**src/shared/power_mode_pkg.sv**
```systemverilog
package power_mode_pkg;

   // clock and settle timing
   localparam int CLK_PERIOD_NS   = 10;
   localparam int VOLT_SETTLE_NS  = 1000;
   localparam int VOLT_SETTLE_CYC = (VOLT_SETTLE_NS + CLK_PERIOD_NS - 1) / CLK_PERIOD_NS;
   localparam int SETTLE_W        = 8;

   // register byte offsets
   localparam logic [7:0] POWER_CONTROL_OFS = 8'h00;
   localparam logic [7:0] DORMANT_CTRL_OFS  = 8'h04;
   localparam logic [7:0] RETAIN_CFG_OFS    = 8'h08;
   localparam logic [7:0] WAKE_ROUTE_OFS    = 8'h0c;
   localparam logic [7:0] MODE_STATUS_OFS   = 8'h10;

   // power_control_reg fields
   localparam int PC_REDUCED_BIT  = 0;
   localparam int PC_READY_BIT    = 4;
   localparam int PC_CLKLIM_BIT   = 8;
   localparam int PC_REGLOW_BIT   = 9;

   // dormant_control_reg fields
   localparam int DC_REQ_BIT      = 31;
   localparam int DC_DISABLE_BIT  = 30;
   localparam int DC_RTC_EN_BIT   = 18;
   localparam int DC_COMP_EN_BIT  = 17;

   // wake route fields: low-power source mask per core
   localparam int WR_CORE0_LSB    = 0;
   localparam int WR_CORE1_LSB    = 8;

   // status fields
   localparam int ST_SYS_LSB      = 0;
   localparam int ST_CPU0_LSB     = 4;
   localparam int ST_CPU1_LSB     = 8;

   // reset values
   localparam logic [7:0] RETAIN_RST  = 8'hff;
   localparam logic [4:0] ROUTE_RST   = 5'h1f;
   localparam logic [7:0] SYNC_RST    = 8'h40;

   localparam int NUM_CORES = 2;
   localparam int LP_SRC_W  = 5;

   // system power modes, one-hot
   typedef enum logic [3:0] {
      SYS_NORMAL  = 4'b0001,
      SYS_REDUCED = 4'b0010,
      SYS_DEEP    = 4'b0100,
      SYS_DORMANT = 4'b1000
   } sys_mode_t;

   // cpu power modes, one-hot
   typedef enum logic [2:0] {
      CPU_ACTIVE = 3'b001,
      CPU_SLEEP  = 3'b010,
      CPU_DEEP   = 3'b100
   } cpu_mode_t;

   // asynchronous inputs, bundled for synchronising
   typedef struct packed {
      logic ready;     // low_power_ready_flag source
      logic external_reset_pin_n;    // external_reset_pin level
      logic wake_pin;  // dedicated wake pin
      logic rtc;       // backup domain alarm
      logic wdt;       // watchdog_unit interrupt
      logic serial_comm_block;       // serial_comm_block wake
      logic comp;      // low-power comparator
      logic gpio;      // gpio interrupt
   } async_in_t;

   // gating outputs
   typedef struct packed {
      logic hf_clk_en;
      logic lf_clk_en;
      logic lp_periph_en;
      logic periph_en;
      logic gpio_freeze;
      logic comp_en;
      logic flash_wr_block;
      logic clk_limit;
      logic reg_low;
   } gate_out_t;

endpackage : power_mode_pkg

```
**src/rtl/power_mode_controller.sv**
```systemverilog
`timescale 1ns/1ps
// Summary of operation
// - reduced mode, wait without deep request sleeps
// - wait with deep request: deep, irq wakes
// - system deep only when both cores deep
// - system deep stops fast clocks, keeps 32k
// - low-power sources wake deep as interrupt
// - sram retention in deep is configurable
// - dormant entered only by software write
// - dormant freezes gpio, stops all but comparator
// - dormant wakes: pins, reset, comp, watchdog, rtc
// - dormant wake is a full device reset
// - rtc alarm wakes deep when routed, dormant when enabled
// - each core's mode tracked independently
// - reset or wake puts core active
// - core sleep gates that core's clock
// - interrupt wakes only cores enabling it
// - deep core requests, system waits ready
// - after reset system in normal mode
// - reduced mode blocks flash writes, limits clocks
// - clock lowered before regulator drops
// - not ready: wait, enter when ready
// - both deep plus request bit: dormant
// - deep wake: waking core active, mode restored
// - dormant wake clears request bit
module power_mode_controller
   import power_mode_pkg::*;
#(
   parameter int SETTLE_CYC = VOLT_SETTLE_CYC  // regulator/clock settle time in cycles
) (
   input  wire logic                   i_mclk,
   input  wire logic                   i_reset,
   // register port
   input  wire logic [7:0]             i_addr,
   input  wire logic [31:0]            i_wdata,
   input  wire logic                   i_wr,
   input  wire logic                   i_rd,
   output logic      [31:0]            o_rdata,
   // core side, same clock
   input  wire logic [NUM_CORES-1:0]   i_core_wait,
   input  wire logic [NUM_CORES-1:0]   i_core_deep_request_bit,
   input  wire logic [NUM_CORES-1:0]   i_core_irq,
   output logic      [NUM_CORES-1:0]   o_core_clk_en,
   output logic      [NUM_CORES-1:0]   o_core_woke,
   // wake sources and pins, asynchronous
   input  wire async_in_t              i_async,
   // gating and reset
   output gate_out_t                   o_gate,
   output logic      [7:0]             o_sram_retain,
   output logic                        o_dormant_reset,
   output logic      [3:0]             o_sys_mode,
   output logic      [5:0]             o_cpu_mode
);

   // whole module state
   typedef struct packed {
      sys_mode_t                 sys;          // system mode
      cpu_mode_t [NUM_CORES-1:0] cpu;          // per-core mode
      logic                      prior_low;    // mode before deep: reduced
      logic                      want_low;     // software target voltage
      logic                      clk_limit;    // clocks held at reduced limits
      logic                      reg_low;      // regulator at low level
      logic [SETTLE_W-1:0]       settle;       // settle countdown
      logic                      dorm_req;     // dormant request bit
      logic                      dorm_dis;     // write-once disable
      logic                      dorm_rtc;     // rtc wake enable in dormant
      logic                      dorm_comp;    // comparator kept on in dormant
      logic [7:0]                retain;       // sram retention blocks
      logic [LP_SRC_W-1:0]       route0;       // deep wake sources to core 0
      logic [LP_SRC_W-1:0]       route1;       // deep wake sources to core 1
      async_in_t                 sync1;        // first synchroniser stage
      async_in_t                 sync2;        // second synchroniser stage
      logic [31:0]               rdata;        // read data
      logic                      dorm_rst;     // dormant wake reset pulse
      logic [NUM_CORES-1:0]      woke;         // wake pulse per core
   } state_t;

   state_t st;
   state_t next_st;

   // decoded helpers
   logic [LP_SRC_W-1:0] lp_src;       // synced low-power sources
   logic                both_deep;    // both cores in cpu deep
   logic                ready;        // synced ready flag
   logic                dorm_wake;    // any dormant wake event
   logic [NUM_CORES-1:0] deep_wake;   // per-core deep wake
   logic [31:0]         rd_word;      // read mux

   assign lp_src = {st.sync2.rtc, st.sync2.wdt, st.sync2.serial_comm_block, st.sync2.comp, st.sync2.gpio};
   assign ready  = st.sync2.ready;
   assign both_deep = (st.cpu[0] == CPU_DEEP) && (st.cpu[1] == CPU_DEEP);
   // dormant wake: pins, reset pin, optional comparator, watchdog, optional rtc
   assign dorm_wake = st.sync2.wake_pin | ~st.sync2.external_reset_pin_n | st.sync2.wdt
                    | (st.dorm_comp & st.sync2.comp)
                    | (st.dorm_rtc & st.sync2.rtc);
   // deep wake is routed per core; rtc always counts when routed
   assign deep_wake[0] = |(lp_src & st.route0);
   assign deep_wake[1] = |(lp_src & st.route1);

   // read mux
   always_comb begin
      rd_word = 32'h0000_0000;
      unique case (i_addr)
         POWER_CONTROL_OFS: begin
            rd_word[PC_REDUCED_BIT] = st.want_low;
            rd_word[PC_READY_BIT]   = ready;
            rd_word[PC_CLKLIM_BIT]  = st.clk_limit;
            rd_word[PC_REGLOW_BIT]  = st.reg_low;
         end
         DORMANT_CTRL_OFS: begin
            rd_word[DC_REQ_BIT]     = st.dorm_req;
            rd_word[DC_DISABLE_BIT] = st.dorm_dis;
            rd_word[DC_RTC_EN_BIT]  = st.dorm_rtc;
            rd_word[DC_COMP_EN_BIT] = st.dorm_comp;
         end
         RETAIN_CFG_OFS: begin
            rd_word[7:0] = st.retain;
         end
         WAKE_ROUTE_OFS: begin
            rd_word[WR_CORE0_LSB +: LP_SRC_W] = st.route0;
            rd_word[WR_CORE1_LSB +: LP_SRC_W] = st.route1;
         end
         MODE_STATUS_OFS: begin
            rd_word[ST_SYS_LSB +: 4]  = st.sys;
            rd_word[ST_CPU0_LSB +: 3] = st.cpu[0];
            rd_word[ST_CPU1_LSB +: 3] = st.cpu[1];
         end
         default: begin
            rd_word = 32'h0000_0000;  // unmapped reads as zero
         end
      endcase
   end

   // next-state logic
   always_comb begin
      next_st = st;
      next_st.dorm_rst = 1'b0;
      next_st.woke     = '0;
      // synchronisers: stage one feeds stage two only
      next_st.sync1 = i_async;
      next_st.sync2 = st.sync1;
      // read data stands for one cycle after the strobe
      next_st.rdata = i_rd ? rd_word : 32'h0000_0000;

      // register writes; dormant request only from active system modes
      if (i_wr) begin
         unique case (i_addr)
            POWER_CONTROL_OFS: begin
               next_st.want_low = i_wdata[PC_REDUCED_BIT];
            end
            DORMANT_CTRL_OFS: begin
               if (!st.dorm_dis && (st.sys == SYS_NORMAL || st.sys == SYS_REDUCED)) begin
                  next_st.dorm_req = i_wdata[DC_REQ_BIT];
               end
               // disable is write-once, cleared only by reset
               next_st.dorm_dis  = st.dorm_dis | i_wdata[DC_DISABLE_BIT];
               next_st.dorm_rtc  = i_wdata[DC_RTC_EN_BIT];
               next_st.dorm_comp = i_wdata[DC_COMP_EN_BIT];
            end
            RETAIN_CFG_OFS: begin
               next_st.retain = i_wdata[7:0];
            end
            WAKE_ROUTE_OFS: begin
               next_st.route0 = i_wdata[WR_CORE0_LSB +: LP_SRC_W];
               next_st.route1 = i_wdata[WR_CORE1_LSB +: LP_SRC_W];
            end
            default: begin
               next_st.want_low = st.want_low;  // other offsets ignored
            end
         endcase
      end
      if (st.dorm_dis) begin
         next_st.dorm_req = 1'b0;  // disabled dormant disarmed; a request written together with disable stays armed for one cycle
      end

      // per-core modes, each core on its own inputs
      for (int c = 0; c < NUM_CORES; c++) begin
         unique case (st.cpu[c])
            CPU_ACTIVE: begin
               if (i_core_wait[c] && (st.sys == SYS_NORMAL || st.sys == SYS_REDUCED)) begin
                  next_st.cpu[c] = i_core_deep_request_bit[c] ? CPU_DEEP
                                                              : CPU_SLEEP;
               end
            end
            CPU_SLEEP: begin
               if (i_core_irq[c]) begin
                  next_st.cpu[c] = CPU_ACTIVE;
                  next_st.woke[c] = 1'b1;
               end
            end
            CPU_DEEP: begin
               // an irq while system still active; aborts pending entry too
               if (i_core_irq[c] && st.sys != SYS_DEEP && st.sys != SYS_DORMANT) begin
                  next_st.cpu[c] = CPU_ACTIVE;
                  next_st.woke[c] = 1'b1;
               end
            end
            default: begin
               next_st.cpu[c] = CPU_ACTIVE;
            end
         endcase
      end

      // voltage stepping, only outside deep and dormant
      if (st.settle != '0) begin
         next_st.settle = st.settle - 1'b1;
      end
      unique case (st.sys)
         SYS_NORMAL: begin
            if (both_deep && st.dorm_req) begin
               next_st.sys = SYS_DORMANT;
            end else if (both_deep && ready) begin
               next_st.sys       = SYS_DEEP;
               next_st.prior_low = 1'b0;
            end else if (st.want_low) begin
               // lower the clocks first, then the regulator
               if (!st.clk_limit) begin
                  next_st.clk_limit = 1'b1;
                  next_st.settle    = SETTLE_W'(SETTLE_CYC);
               end else if (st.settle == '0) begin
                  next_st.reg_low = 1'b1;
                  next_st.sys     = SYS_REDUCED;
               end
            end else if (st.clk_limit && st.settle == '0) begin
               next_st.clk_limit = 1'b0;  // regulator is up, release clocks
            end
         end
         SYS_REDUCED: begin
            if (both_deep && st.dorm_req) begin
               next_st.sys = SYS_DORMANT;
            end else if (both_deep && ready) begin
               next_st.sys       = SYS_DEEP;
               next_st.prior_low = 1'b1;
            end else if (!st.want_low) begin
               // raise regulator, keep clocks limited until it settles
               next_st.reg_low = 1'b0;
               next_st.settle  = SETTLE_W'(SETTLE_CYC);
               next_st.sys     = SYS_NORMAL;
            end
         end
         SYS_DEEP: begin
            // only the routed cores wake, back to the prior mode
            if (|deep_wake) begin
               next_st.sys = st.prior_low ? SYS_REDUCED : SYS_NORMAL;
               for (int c = 0; c < NUM_CORES; c++) begin
                  if (deep_wake[c]) begin
                     next_st.cpu[c]  = CPU_ACTIVE;
                     next_st.woke[c] = 1'b1;
                  end
               end
            end
         end
         SYS_DORMANT: begin
            // wake is a full reset: modes, voltage state and request bit back to defaults, other config kept
            if (dorm_wake) begin
               next_st.sys       = SYS_NORMAL;
               next_st.dorm_rst  = 1'b1;
               next_st.dorm_req  = 1'b0;
               next_st.want_low  = 1'b0;
               next_st.clk_limit = 1'b0;
               next_st.reg_low   = 1'b0;
               next_st.settle    = '0;
               next_st.cpu       = {CPU_ACTIVE, CPU_ACTIVE};
               next_st.woke      = '1;
            end
         end
         default: begin
            next_st.sys = SYS_NORMAL;
         end
      endcase
   end

   // state register
   always_ff @(posedge i_mclk) begin
      if (i_reset) begin
         st           <= '0;
         st.sys       <= SYS_NORMAL;
         st.cpu       <= {CPU_ACTIVE, CPU_ACTIVE};
         st.retain    <= RETAIN_RST;
         st.route0    <= ROUTE_RST;
         st.route1    <= ROUTE_RST;
         st.sync1     <= SYNC_RST;
         st.sync2     <= SYNC_RST;
      end else begin
         st <= next_st;
      end
   end

   // core clocks run only while active
   always_comb begin
      for (int c = 0; c < NUM_CORES; c++) begin
         o_core_clk_en[c] = (st.cpu[c] == CPU_ACTIVE);
      end
   end

   // gating decoded from the mode flops
   always_comb begin
      o_gate.hf_clk_en      = (st.sys == SYS_NORMAL) || (st.sys == SYS_REDUCED);
      o_gate.lf_clk_en      = (st.sys != SYS_DORMANT);
      o_gate.lp_periph_en   = (st.sys != SYS_DORMANT);
      o_gate.periph_en      = o_gate.hf_clk_en;
      o_gate.gpio_freeze    = (st.sys == SYS_DORMANT);
      o_gate.comp_en        = (st.sys != SYS_DORMANT) || st.dorm_comp;
      o_gate.flash_wr_block = st.reg_low || st.clk_limit;
      o_gate.clk_limit      = st.clk_limit;
      o_gate.reg_low        = st.reg_low;
   end

   // retention mask only matters in deep; full retention otherwise
   assign o_sram_retain   = (st.sys == SYS_DEEP) ? st.retain : 8'hff;
   assign o_dormant_reset = st.dorm_rst;
   assign o_core_woke     = st.woke;
   assign o_sys_mode      = st.sys;
   assign o_cpu_mode      = {st.cpu[1], st.cpu[0]};
   assign o_rdata         = st.rdata;

endmodule : power_mode_controller

```
**config.mk**
```make
export PLATFORM = sky130hd
export DESIGN_NAME = power_mode_controller
export DESIGN_NICKNAME = d
export VERILOG_FILES = /design/src/shared/power_mode_pkg.sv /design/src/rtl/power_mode_controller.sv
export SDC_FILE = /design/constraint.sdc
export NUM_CORES = 1
export LEC_CHECK = 0
export ABC_AREA = 1
export BUFFER_PORTS_ARGS = -buffer_cell sky130_fd_sc_hd__buf_4
export CAP_MARGIN = 20
export CORE_ASPECT_RATIO = 0.7
export CORE_UTILIZATION = 35
export CTS_BUF_LIST = sky130_fd_sc_hd__clkbuf_4
export CTS_CLUSTER_DIAMETER = 150
export DETAILED_ROUTE_END_ITERATION = 16
export GPL_ROUTABILITY_DRIVEN = 1
export MAX_ROUTING_LAYER = met4
export SLEW_MARGIN = 0
export SYNTH_ARGS = -nofsm -noshare
export SYNTH_HDL_FRONTEND = slang
export SYNTH_SLANG_ARGS = --single-unit
```
**constraint.sdc**
```tcl
create_clock -name i_mclk -period 1.75 [get_ports i_mclk]
set_clock_uncertainty 0.2 [all_clocks]
set_input_delay 0.175 -clock i_mclk [delete_from_list [all_inputs] [get_ports i_mclk]]
set_output_delay 0.175 -clock i_mclk [all_outputs]
set_load 0.02 [all_outputs]
```
# Word level (Yosys, flattened, before mapping)
# Cells that the tools add are included.
# word_totals
ff_bits	95
# op_classes
n_addsub	1
eq_ne	33
muxes	73
bitwise_logic	15
reduce_logical	36
# ops
operator	n
2-to-1 mux 10 bit	5
2-to-1 mux 4 bit	9
2-to-1 mux 9 bit	4
2-to-1 mux 3 bit	11
2-to-1 mux 8 bit	4
one-hot mux 3 bit (3 select lines)	3
one-hot mux 9 bit (3 select lines)	1
2-to-1 mux 22 bit	1
!= test 2 bit (second input constant)	11
2-to-1 mux 1 bit	20
!= test 4 bit (second input constant)	5
== test 8 x 4 -> 1 bit (second input constant)	2
logical NOT 8 bit	2
one-hot mux 4 bit (4 select lines)	1
2-to-1 mux 12 bit	1
one-hot mux 6 bit (2 select lines)	1
logical AND 1 bit	11
bitwise AND 5 bit	2
one-hot mux 1 bit (2 select lines)	5
AND reduction 10 bit	1
AND reduction 5 bit	2
OR reduction 10 bit	1
OR reduction 5 bit	2
OR reduction 3 bit	3
other kinds (28)	50

# Logic depth before layout (Yosys ltp)
# Gate-level depths: netlist (run 1).
# logic_depth
word_depth	9
ltp_mapped	11

# Worst setup path before layout (run 1)
# Ideal clock, no wire load.
# synth_timing
path_kind	reg-to-reg
start	reg st, in the netlist o_sys_mode[0]
end	reg st, in the netlist o_gate[0]
arrival_ps	1256
setup_slack_ps	179
stages_incl_launch_ff	9
path_buffers	0
path_cell_list	dfxtp_1 -> nor2_2 -> nand3_4 -> inv_2 -> nand2_2 -> nand2_1 -> nor2_1 -> a21oi_1 -> nor2_1
# synth_rtl
item	line_no	source
start: declaration	power_mode_controller.sv:78	state_t st;
start signal: assignment	power_mode_controller.sv:285	st <= next_st;

==> results of run 1 <==
-- kinds of logic (layout without fill, tap and decap cells) --
family	count (synthesis)	in the layout
AND/OR/NAND/NOR	251	251
buffers and inverters	156	289
flip-flops	80	80
AO/OA/AOI/OAI	63	63
XOR/XNOR	6	6
adder cells (fa/ha/maj)	2	2
other	1	15
-- worst max-delay path by stage --
stage                               start                  endpoint  slack, ps  cells past startpoint
2_1_floorplan  o_sys_mode[0]$_SDFFE_PP1P_    o_gate[0]$_SDFFE_PP0P_        180                      8
3_3_place_gp   o_sys_mode[2]$_SDFFE_PP0P_  o_cpu_mode[3]$_SDFF_PP1_         50                      6
3_5_place_dp   o_sys_mode[2]$_SDFFE_PP0P_  o_cpu_mode[3]$_SDFF_PP1_        -40                      6
4_1_cts        o_sys_mode[1]$_SDFFE_PP0P_                 o_gate[3]       -100                      6
5_1_grt        o_sys_mode[0]$_SDFFE_PP1P_                 o_gate[3]       -150                      6
6_report       o_sys_mode[0]$_SDFFE_PP1P_                 o_gate[3]        -90                      6
-- tightest hold or removal path: stages --
cell     delay [ps]
buf_4            80
nor2_1           40
inv_1            90
nor3_2           60
nand3_1         170
nor2_1           60
-- cells in the final DEF (no fill, tap or decap), types with 4 or more instances in the layout --
master / synthesis / layout
a21oi_1: 12 / 11
buf_4: 50 / 106
buf_6: 1 / 22
clkbuf_4: 0 / 9
conb_1: 1 / 15
dfxtp_1: 80 / 72
dfxtp_2: 0 / 4
dfxtp_4: 0 / 4
dlygate4sd3_1: 0 / 43
inv_1: 96 / 85
inv_2: 2 / 8
nand2_1: 101 / 86
nand2_2: 9 / 16
nand2_4: 0 / 7
nand3_1: 38 / 31
nand3_2: 3 / 5
nand3_4: 1 / 6
nor2_1: 72 / 61
nor2_2: 4 / 11
nor2_4: 5 / 9
nor3_1: 9 / 5
nor3_2: 2 / 6
o211ai_1: 19 / 19
o21ai_0: 12 / 10
o22ai_1: 12 / 12
xor2_1: 4 / 4
-- registers in the layout (all words and copies together) (netlist names) --
signal / cells
o_cpu_mode: 6
o_sys_mode: 4
o_rdata: 17
o_gate: 2
next_st: 8
st: 34
ready: 1
lp_src: 5
o_core_woke: 2
o_dormant_reset: 1
-- layout make-up --
type,instances,area (um2)
clock buffers,9,67.6
well taps,153,191
flip-flops and latches,80,1620
repair inverters,1,6.26
clock inverters,7,70.1
multi-input cells,337,1930
repair buffers,174,1530
fillers,1043,5270
inverters,98,398
-- power breakdown --
part,internal [mW],total (mW),switching (mW)
sequential,1.92,1.99,0.0698
clock,0.435,1.10,0.667
combinational,0.424,0.971,0.548
-- repair_timing --
action,CTS,global route
endpoints found under the setup margin,19,35
hold endpoints to repair,58,0
setup buffers,14,14
hold buffers,43,0
gates cloned,1,0
pin swaps,7,24
resized for setup,55,65
-- metal layers --
layer / vias up / share of wire
met3: 11 / 0.055
li1: 1978 / -
met2: 118 / 0.45
met5: - / 0
met1: 1821 / 0.48
met4: 0 / 0.0094
==> results.toml, run 1 <==
[run_status]
status = "complete, but fails checks"
violations = "negative setup slack"

[worst_setup_path]
r2r_start = "o_sys_mode[2]$_SDFFE_PP0P_"
worstRegToRegCells = 10
slowest_stage = "dfxtp_4"
worst-path-max-fanout = 3
reg2reg_slack_ps = 0
cp-end-kind = "output port"
cpLargestDelayFamily = "flip-flops"
crit_arrival_ps = 1460
worstSetupPathType = "reg -> out"
r2r_end = "o_sys_mode[0]$_SDFFE_PP1P_"
cpPeakStageDelay_ps = 380
crit_buf_inv = 3
startpoint_type = "flop"
cp_data_required_time_ps = 1370
cp_cell_sequence = "nor2_4 -> nand3_4 -> buf_12 -> clkinv_8 -> nand2_4 -> buf_6"

[cts]
path_clk_slew_ps = 120
numCtsBuffers = 9
cts_buffer_depth = 2
cts.sinks = 80
cts_tree = "done"
clk_latency_ps = 450
h-tree-depth = 3
clockRootBuffer = "clkbuf_4"

[yosys]
syn-cell-area_um2 = 4010
synthMuxAreaShare = 0
ys_async_sr_fraction = 0
synth_xor_area_frac = 0.0131
synth_commonest_cells = "nand2_1, inv_1, dfxtp_1"
synthAdderAreaFrac = 0.00623
synthTopCellsByArea = "dfxtp_1, nand2_1, buf_4"
yosys.area.top_type_share = 0.399
ys_seq_elements = 80
synth_area_leader_cell = "dfxtp_1"
ys_warn_count = 0
synth-edff-count = 0
syn_avg_cell_area_um2 = 7.18
ys_types = 36
syn_inst = 559
synth_compound_gate_area_share = 0.103
yosysMostFrequentCell = "nand2_1"
ys_seq_area_frac = 0.399
synth_ff_type = "dfxtp_1"
synth-simple-area-share = 0.283
synth_top_family_by_area = "simple AND/OR/NAND/NOR gates"

[min_path]
hp-class = "in -> reg"
hold_depth = 6
hold_end = "o_rdata[7]$_SDFF_PP0_"
hold_path.startpoint = "i_addr[0]"

[grt]
grt_util_met3 = 0.0448
grt_max_degree = 32
antenna_found_initial = 0
grtUsageMet2 = 0.301
grt_overflow = 0
grt_busiest_layer = "met2"
grt_pass1_wl_mm = 17.3
grt_pass1_vias = 3538
use_met1 = 0.265
grt_usage = 0.198

[routing]
drtIter0Drc = 237
drtPass1Iterations = 7
drtAntennaViolNets = 0
drc = 0
vias = 3928
drt-total-wl_mm = 11.4
routedWlPerCell_um = 13.3
via_per_inst = 4.57

[floorplan]
coreArea_um2 = 11100
rows = 32
io_pins = 122
die-area_um2 = 11900
die_y_um = 91.6
start_util = 0.362
die_x_um = 130

[placement]
placedCellCount = 774
finalWeightedCongestion = 0.883
pre_cts_ws_ps = -40.5
port_buffers = 91
placed_cell_area_um2 = 4660
dpl.hpwl_mm = 8.08

[sta]
setup_viol = 14
fin_tns_setup_ps = -876
period_share = 1.05
whs_ps = 49.7
max_freq_ghz = 0.545
hold_violations = 0
setup_ws_ps = -86.3
rsz0062_at_grt = "true"
min_period_ps = 1840
slew_viol_final = 0

[layout]
fin_util = 0.525
fin_area_um2 = 5820
drive_above_1_share = 0.337
finalNetCount = 761
stdcell_count = 859
syn2layout_area_growth_pct = 45.0
n_antenna_cell = 0

[power_and_ir_drop]
ir_drop_uv = 403
powerDensity_nw_per_um2 = 697
p_total_mw = 4.06
leakagePower_nw = 2.92

[flow_run]
cap_violations = 0
Note: power is estimated with default switching activity, not from simulation.
==> inputs of run 2 (changes only) <==
Settings changed: PLACE_DENSITY_LB_ADDON set to 0.12.
==> run 2 against run 1 <==
The flow still finishes with violations (negative setup slack). Clock-buffer cell count stayed put. Critical endpoint unchanged. Cell count is 0.70% lower. Global-route usage is 0.16 points higher. Worst setup slack worse by 15 ps. Critical path type unchanged.
==> results.toml, run 2 (same netlist as run 1, synthesis figures left out) <==
[run_status]
status = "complete, but fails checks"
violations = "negative setup slack"

[grt]
grt_util_met3 = 0.0460
grt_busiest_layer = "met2"
grt_max_degree = 32
grt_overflow = 0
antenna_found_initial = 0
grt_pass1_vias = 3558
grt_pass1_wl_mm = 17.3
grtUsageMet2 = 0.299
grt_usage = 0.199
use_met1 = 0.264

[worst_setup_path]
cp-end-kind = "output port"
crit_buf_inv = 3
worst-path-max-fanout = 4
slowest_stage = "dfxtp_4"
cpPeakStageDelay_ps = 390
worstSetupPathType = "reg -> out"
cp_data_required_time_ps = 1370
startpoint_type = "flop"
crit_arrival_ps = 1480
cpLargestDelayFamily = "flip-flops"
cp_cell_sequence = "nor2_4 -> nand3_4 -> buf_12 -> clkinv_8 -> nand2_4 -> buf_6"

[routing]
vias = 3823
routedWlPerCell_um = 13.1
via_per_inst = 4.48
drtPass1Iterations = 5
drtAntennaViolNets = 0
drc = 0
drt-total-wl_mm = 11.1
drtIter0Drc = 163

[floorplan]
die-area_um2 = 11900
die_y_um = 91.6
io_pins = 122
die_x_um = 130
start_util = 0.362
rows = 32
coreArea_um2 = 11100

[layout]
drive_above_1_share = 0.317
n_antenna_cell = 0
layout_commonest_cell = "buf_4"
syn2layout_area_growth_pct = 42.9
layout_common_cells = "buf_4, inv_1, nand2_1"
finalNetCount = 755
largest_reg_flops = 34
fin_util = 0.517
fill_cells = 1083
regMostFlops = "st"

[sta]
rsz0062_at_grt = "true"
period_share = 1.06
max_freq_ghz = 0.540
fin_tns_setup_ps = -866
setup_ws_ps = -101
hold_violations = 0
min_period_ps = 1850
setup_viol = 14
whs_ps = 19.5
slew_viol_final = 0

[flow_run]
cap_violations = 0

[min_path]
hp-class = "in -> reg"

[placement]
pre_cts_ws_ps = 28.3
port_buffers = 91
finalWeightedCongestion = 0.889
dpl.hpwl_mm = 7.88

[cts]
cts_buffer_depth = 2
cts.sinks = 80
path_clk_slew_ps = 140
clk_latency_ps = 450
clockRootBuffer = "clkbuf_4"
h-tree-depth = 3
cts_tree = "done"
numCtsBuffers = 9
postCtsHoldBufs = 43

[power_and_ir_drop]
ir_drop_uv = 378
p_total_mw = 3.92
leakagePower_nw = 2.91
powerDensity_nw_per_um2 = 684
[run 2: changes by cell type in the layout (fill, tap and decap cells not counted), sizes merged]
cell	change
buf	-7
bufinv	-1
clkinv	+1
clkinvlp	+1
inv	-1
nor2	+1
[run 2: metrics by stage]
| stage | instance area (um2) | std cells |
|---|---|---|
| after floorplan | 4070 | 573 |
| after global placement | 4660 | 774 |
| after detailed placement | 4660 | 774 |
| after CTS | 5450 | 845 |
| after global routing | 5730 | 853 |
| final | 5730 | 853 |
[run 2: per-layer routing]
layer,routed length [um],vias up
met3,654,14
li1,-,1959
met4,142,0
met2,4890,118
met1,5460,1732
met5,0,-
[run 2: final timing paths]
kind	from	endpoint	slack, ps	cells past startpoint
worst max register to register	o_sys_mode[0]$_SDFFE_PP1P_	st[72]$_SDFF_PP0_	10	9
worst min-delay path	i_addr[0]	o_rdata[12]$_SDFF_PP0_	20	6
worst min register to register	next_st[38]$_SDFF_PP0_	lp_src[3]$_SDFF_PP0_	210	2
worst max-delay path	o_sys_mode[0]$_SDFFE_PP1P_	o_gate[3]	-100	6
[run 2: timing repair]
action,4_1_cts,5_1_grt
gates cloned,1,1
resized for setup,49,62
pin swaps,7,22
setup endpoints to repair,18,36
endpoints found under the hold margin,58,1
buffers inserted,13,8
[run 2: report_power, final]
| part | internal (mW) | switching [mW] | total [mW] |
|---|---|---|---|
| logic | 0.430 | 0.545 | 0.975 |
| clock network | 0.289 | 0.673 | 0.962 |
| registers | 1.92 | 0.0691 | 1.99 |
| total | 2.64 | 1.29 | 3.92 |
[run 2: worst min-delay path: cells and delay by family]
kind                   cells  cell delay (ps)
buffers and inverters      2              180
AND/OR/NAND/NOR            4              280
[run 2: area by class of cell]
class	count	area (um2)	share of cell area
flip-flops and latches	80	1620	0.283
clock inverters	7	46.3	0.00807
repair inverters	1	6.26	0.00109
multi-input cells	338	1950	0.340
inverters	98	395	0.0690
well taps	153	191	0.0334
repair buffers	167	1450	0.254
clock buffers	9	67.6	0.0118
==> inputs of run 3 (changes only) <==
Settings changed: GPL_TIMING_DRIVEN set to 0.
==> run 3 against run 2 <==
The run still ends with negative setup slack left. Register-to-register slack better by 30 ps. Sequential share of layout area is 0.96 points lower. Largest cell class unchanged. Cell count is 4.2% higher. Largest power group unchanged. Combinational power is 2% higher. Utilization is 1.7 points higher. Fmax is 1.5% lower. Critical path type unchanged. Clock power is 30% higher. Sequential cell count stayed put.
==> results.toml, run 3 (same netlist as run 1, synthesis figures left out) <==
[run_status]
status = "complete, but fails checks"
violations = "negative setup slack"

[layout]
n_antenna_cell = 0
regMostFlops = "st"
layout_common_cells = "buf_4, inv_1, nand2_1"
layout_commonest_cell = "buf_4"
largest_reg_flops = 34
fill_cells = 1061
stdcell_count = 889
fin_area_um2 = 5930
finalNetCount = 791
syn2layout_area_growth_pct = 47.6
drive_above_1_share = 0.344

[placement]
port_buffers = 90
placedCellCount = 816
placed_cell_area_um2 = 4930
dpl.hpwl_mm = 8.23
finalWeightedCongestion = 0.869

[worst_setup_path]
cpPeakStageDelay_ps = 400
crit_arrival_ps = 1510
reg2reg_slack_ps = 40
cp_data_required_time_ps = 1370
cp_cell_sequence = "nor2_4 -> nand3_4 -> inv_4 -> buf_8 -> nand2_2 -> buf_6"
r2r_end = "o_gate[0]$_SDFFE_PP0P_"
cpLargestDelayFamily = "flip-flops"
worstSetupPathType = "reg -> out"
crit_buf_inv = 3
slowest_stage = "dfxtp_4"
r2r_start = "o_sys_mode[1]$_SDFFE_PP0P_"
worstRegToRegCells = 9
cp-end-kind = "output port"
worst-path-max-fanout = 6
startpoint_type = "flop"

[flow_run]
cap_violations = 0

[sta]
setup_ws_ps = -130
rsz0062_at_grt = "true"
period_share = 1.07
min_period_ps = 1880
whs_ps = 32.4
max_freq_ghz = 0.532
maxSlewHeadroom = 0.614
worst_pin_slew_ps = 579
hold_violations = 0
setup_viol = 12
slew_viol_final = 0

[routing]
via_per_inst = 4.36
drc = 0
vias = 3876
drtIter0Drc = 186
routedWlPerCell_um = 12.7
drtPass1Iterations = 4
drtAntennaViolNets = 0
drt-total-wl_mm = 11.3

[floorplan]
io_pins = 122
die_x_um = 130
rows = 32
coreArea_um2 = 11100
die_y_um = 91.6
start_util = 0.362
die-area_um2 = 11900

[power_and_ir_drop]
p_total_mw = 4.23
ir_drop_uv = 443
powerDensity_nw_per_um2 = 713
leakagePower_nw = 3.05

[cts]
clk_latency_ps = 440
h-tree-depth = 3
clockRootBuffer = "clkbuf_4"
cts.sinks = 80
cts_buffer_depth = 2
cts_tree = "done"
path_clk_slew_ps = 130
numCtsBuffers = 9

[min_path]
hold_path.startpoint = "i_reset"
hold_depth = 4
hp-class = "in -> reg"
hold_end = "o_rdata[0]$_SDFF_PP0_"

[grt]
grt_pass1_wl_mm = 17.9
grt_overflow = 0
grt_usage = 0.204
grt_max_degree = 14
antenna_found_initial = 0
grt_pass1_vias = 3693
==> run 3: cell count changes in the layout (fill, tap and decap cells not counted), sizes merged <==
cell         delta
buf            +40
clkinv          -6
clkbuf          +6
inv             +1
dlygate4sd3     -6
nor2            -1
bufinv          +2
==> run 3: worst max path at each step <==
stage,cells past startpoint,slack (ps),end,startpoint
global route,6,-220,o_sram_retain[5],o_sys_mode[1]$_SDFFE_PP0P_
detailed placement,6,-70,o_core_woke[1]$_SDFF_PP0_,o_sys_mode[0]$_SDFFE_PP1P_
floorplan,8,180,o_gate[0]$_SDFFE_PP0P_,o_sys_mode[0]$_SDFFE_PP1P_
CTS,6,-150,o_sram_retain[5],o_sys_mode[1]$_SDFFE_PP0P_
finish,6,-130,o_sram_retain[5],o_sys_mode[0]$_SDFFE_PP1P_
global placement,6,-50,o_core_woke[1]$_SDFF_PP0_,o_sys_mode[0]$_SDFFE_PP1P_
==> run 3: area by class of cell <==
type | count | area, um2 | area share
timing repair buffer | 147 | 1300 | 0.219
clock inverter | 5 | 80.1 | 0.0135
buffer | 58 | 428 | 0.0722
tap | 153 | 191 | 0.0323
multi-input combinational | 337 | 1860 | 0.313
inverter | 98 | 373 | 0.0629
sequential | 80 | 1620 | 0.273
clock buffer | 11 | 82.6 | 0.0139
==> run 3: through the flow <==
stage                     setup WS (ps)  TNS (ps)   util
after floorplan                     179         0      -
after global placement            -54.7      -123  0.445
after detailed placement          -72.0      -276  0.445
after CTS                          -151     -1500  0.518
after global routing               -216     -2470  0.534
final                              -130     -1220  0.534
==> run 3: power by group <==
group / switching [mW] / leakage [nW] / internal, mW / total [mW]
clock: 0.638 / 0.0851 / 0.612 / 1.25
combinational: 0.547 / 2.31 / 0.444 / 0.990
sequential: 0.0698 / 0.655 / 1.91 / 1.98
==> run 3: layer usage <==
metal	vias up	GRT usage	wire (um)	part of all wire
met1	1724	0.283	5710	0.50
met4	0	0.0504	115	0.010
met3	10	0.0412	619	0.055
met5	-	-	0	0
met2	110	0.301	4870	0.43
li1	2032	-	-	-
==> run 3: timing repair <==
item,in CTS,in global routing
setup buffers,13,8
hold buffers,37,0
gates resized for setup,47,38
cloned,1,0
pin swaps,6,12
endpoints found under the setup margin,20,34
hold endpoints to repair,58,0
==> run 3: worst register-to-register path, stage by stage, from the launching register on <==
cell	delay, ps
dfxtp_4	380
inv_1	130
nand2_1	110
nor2_4	170
buf_12	140
nand3_1	110
nand2_1	90
nor2_1	60
a21oi_1	160
nor2_1	60
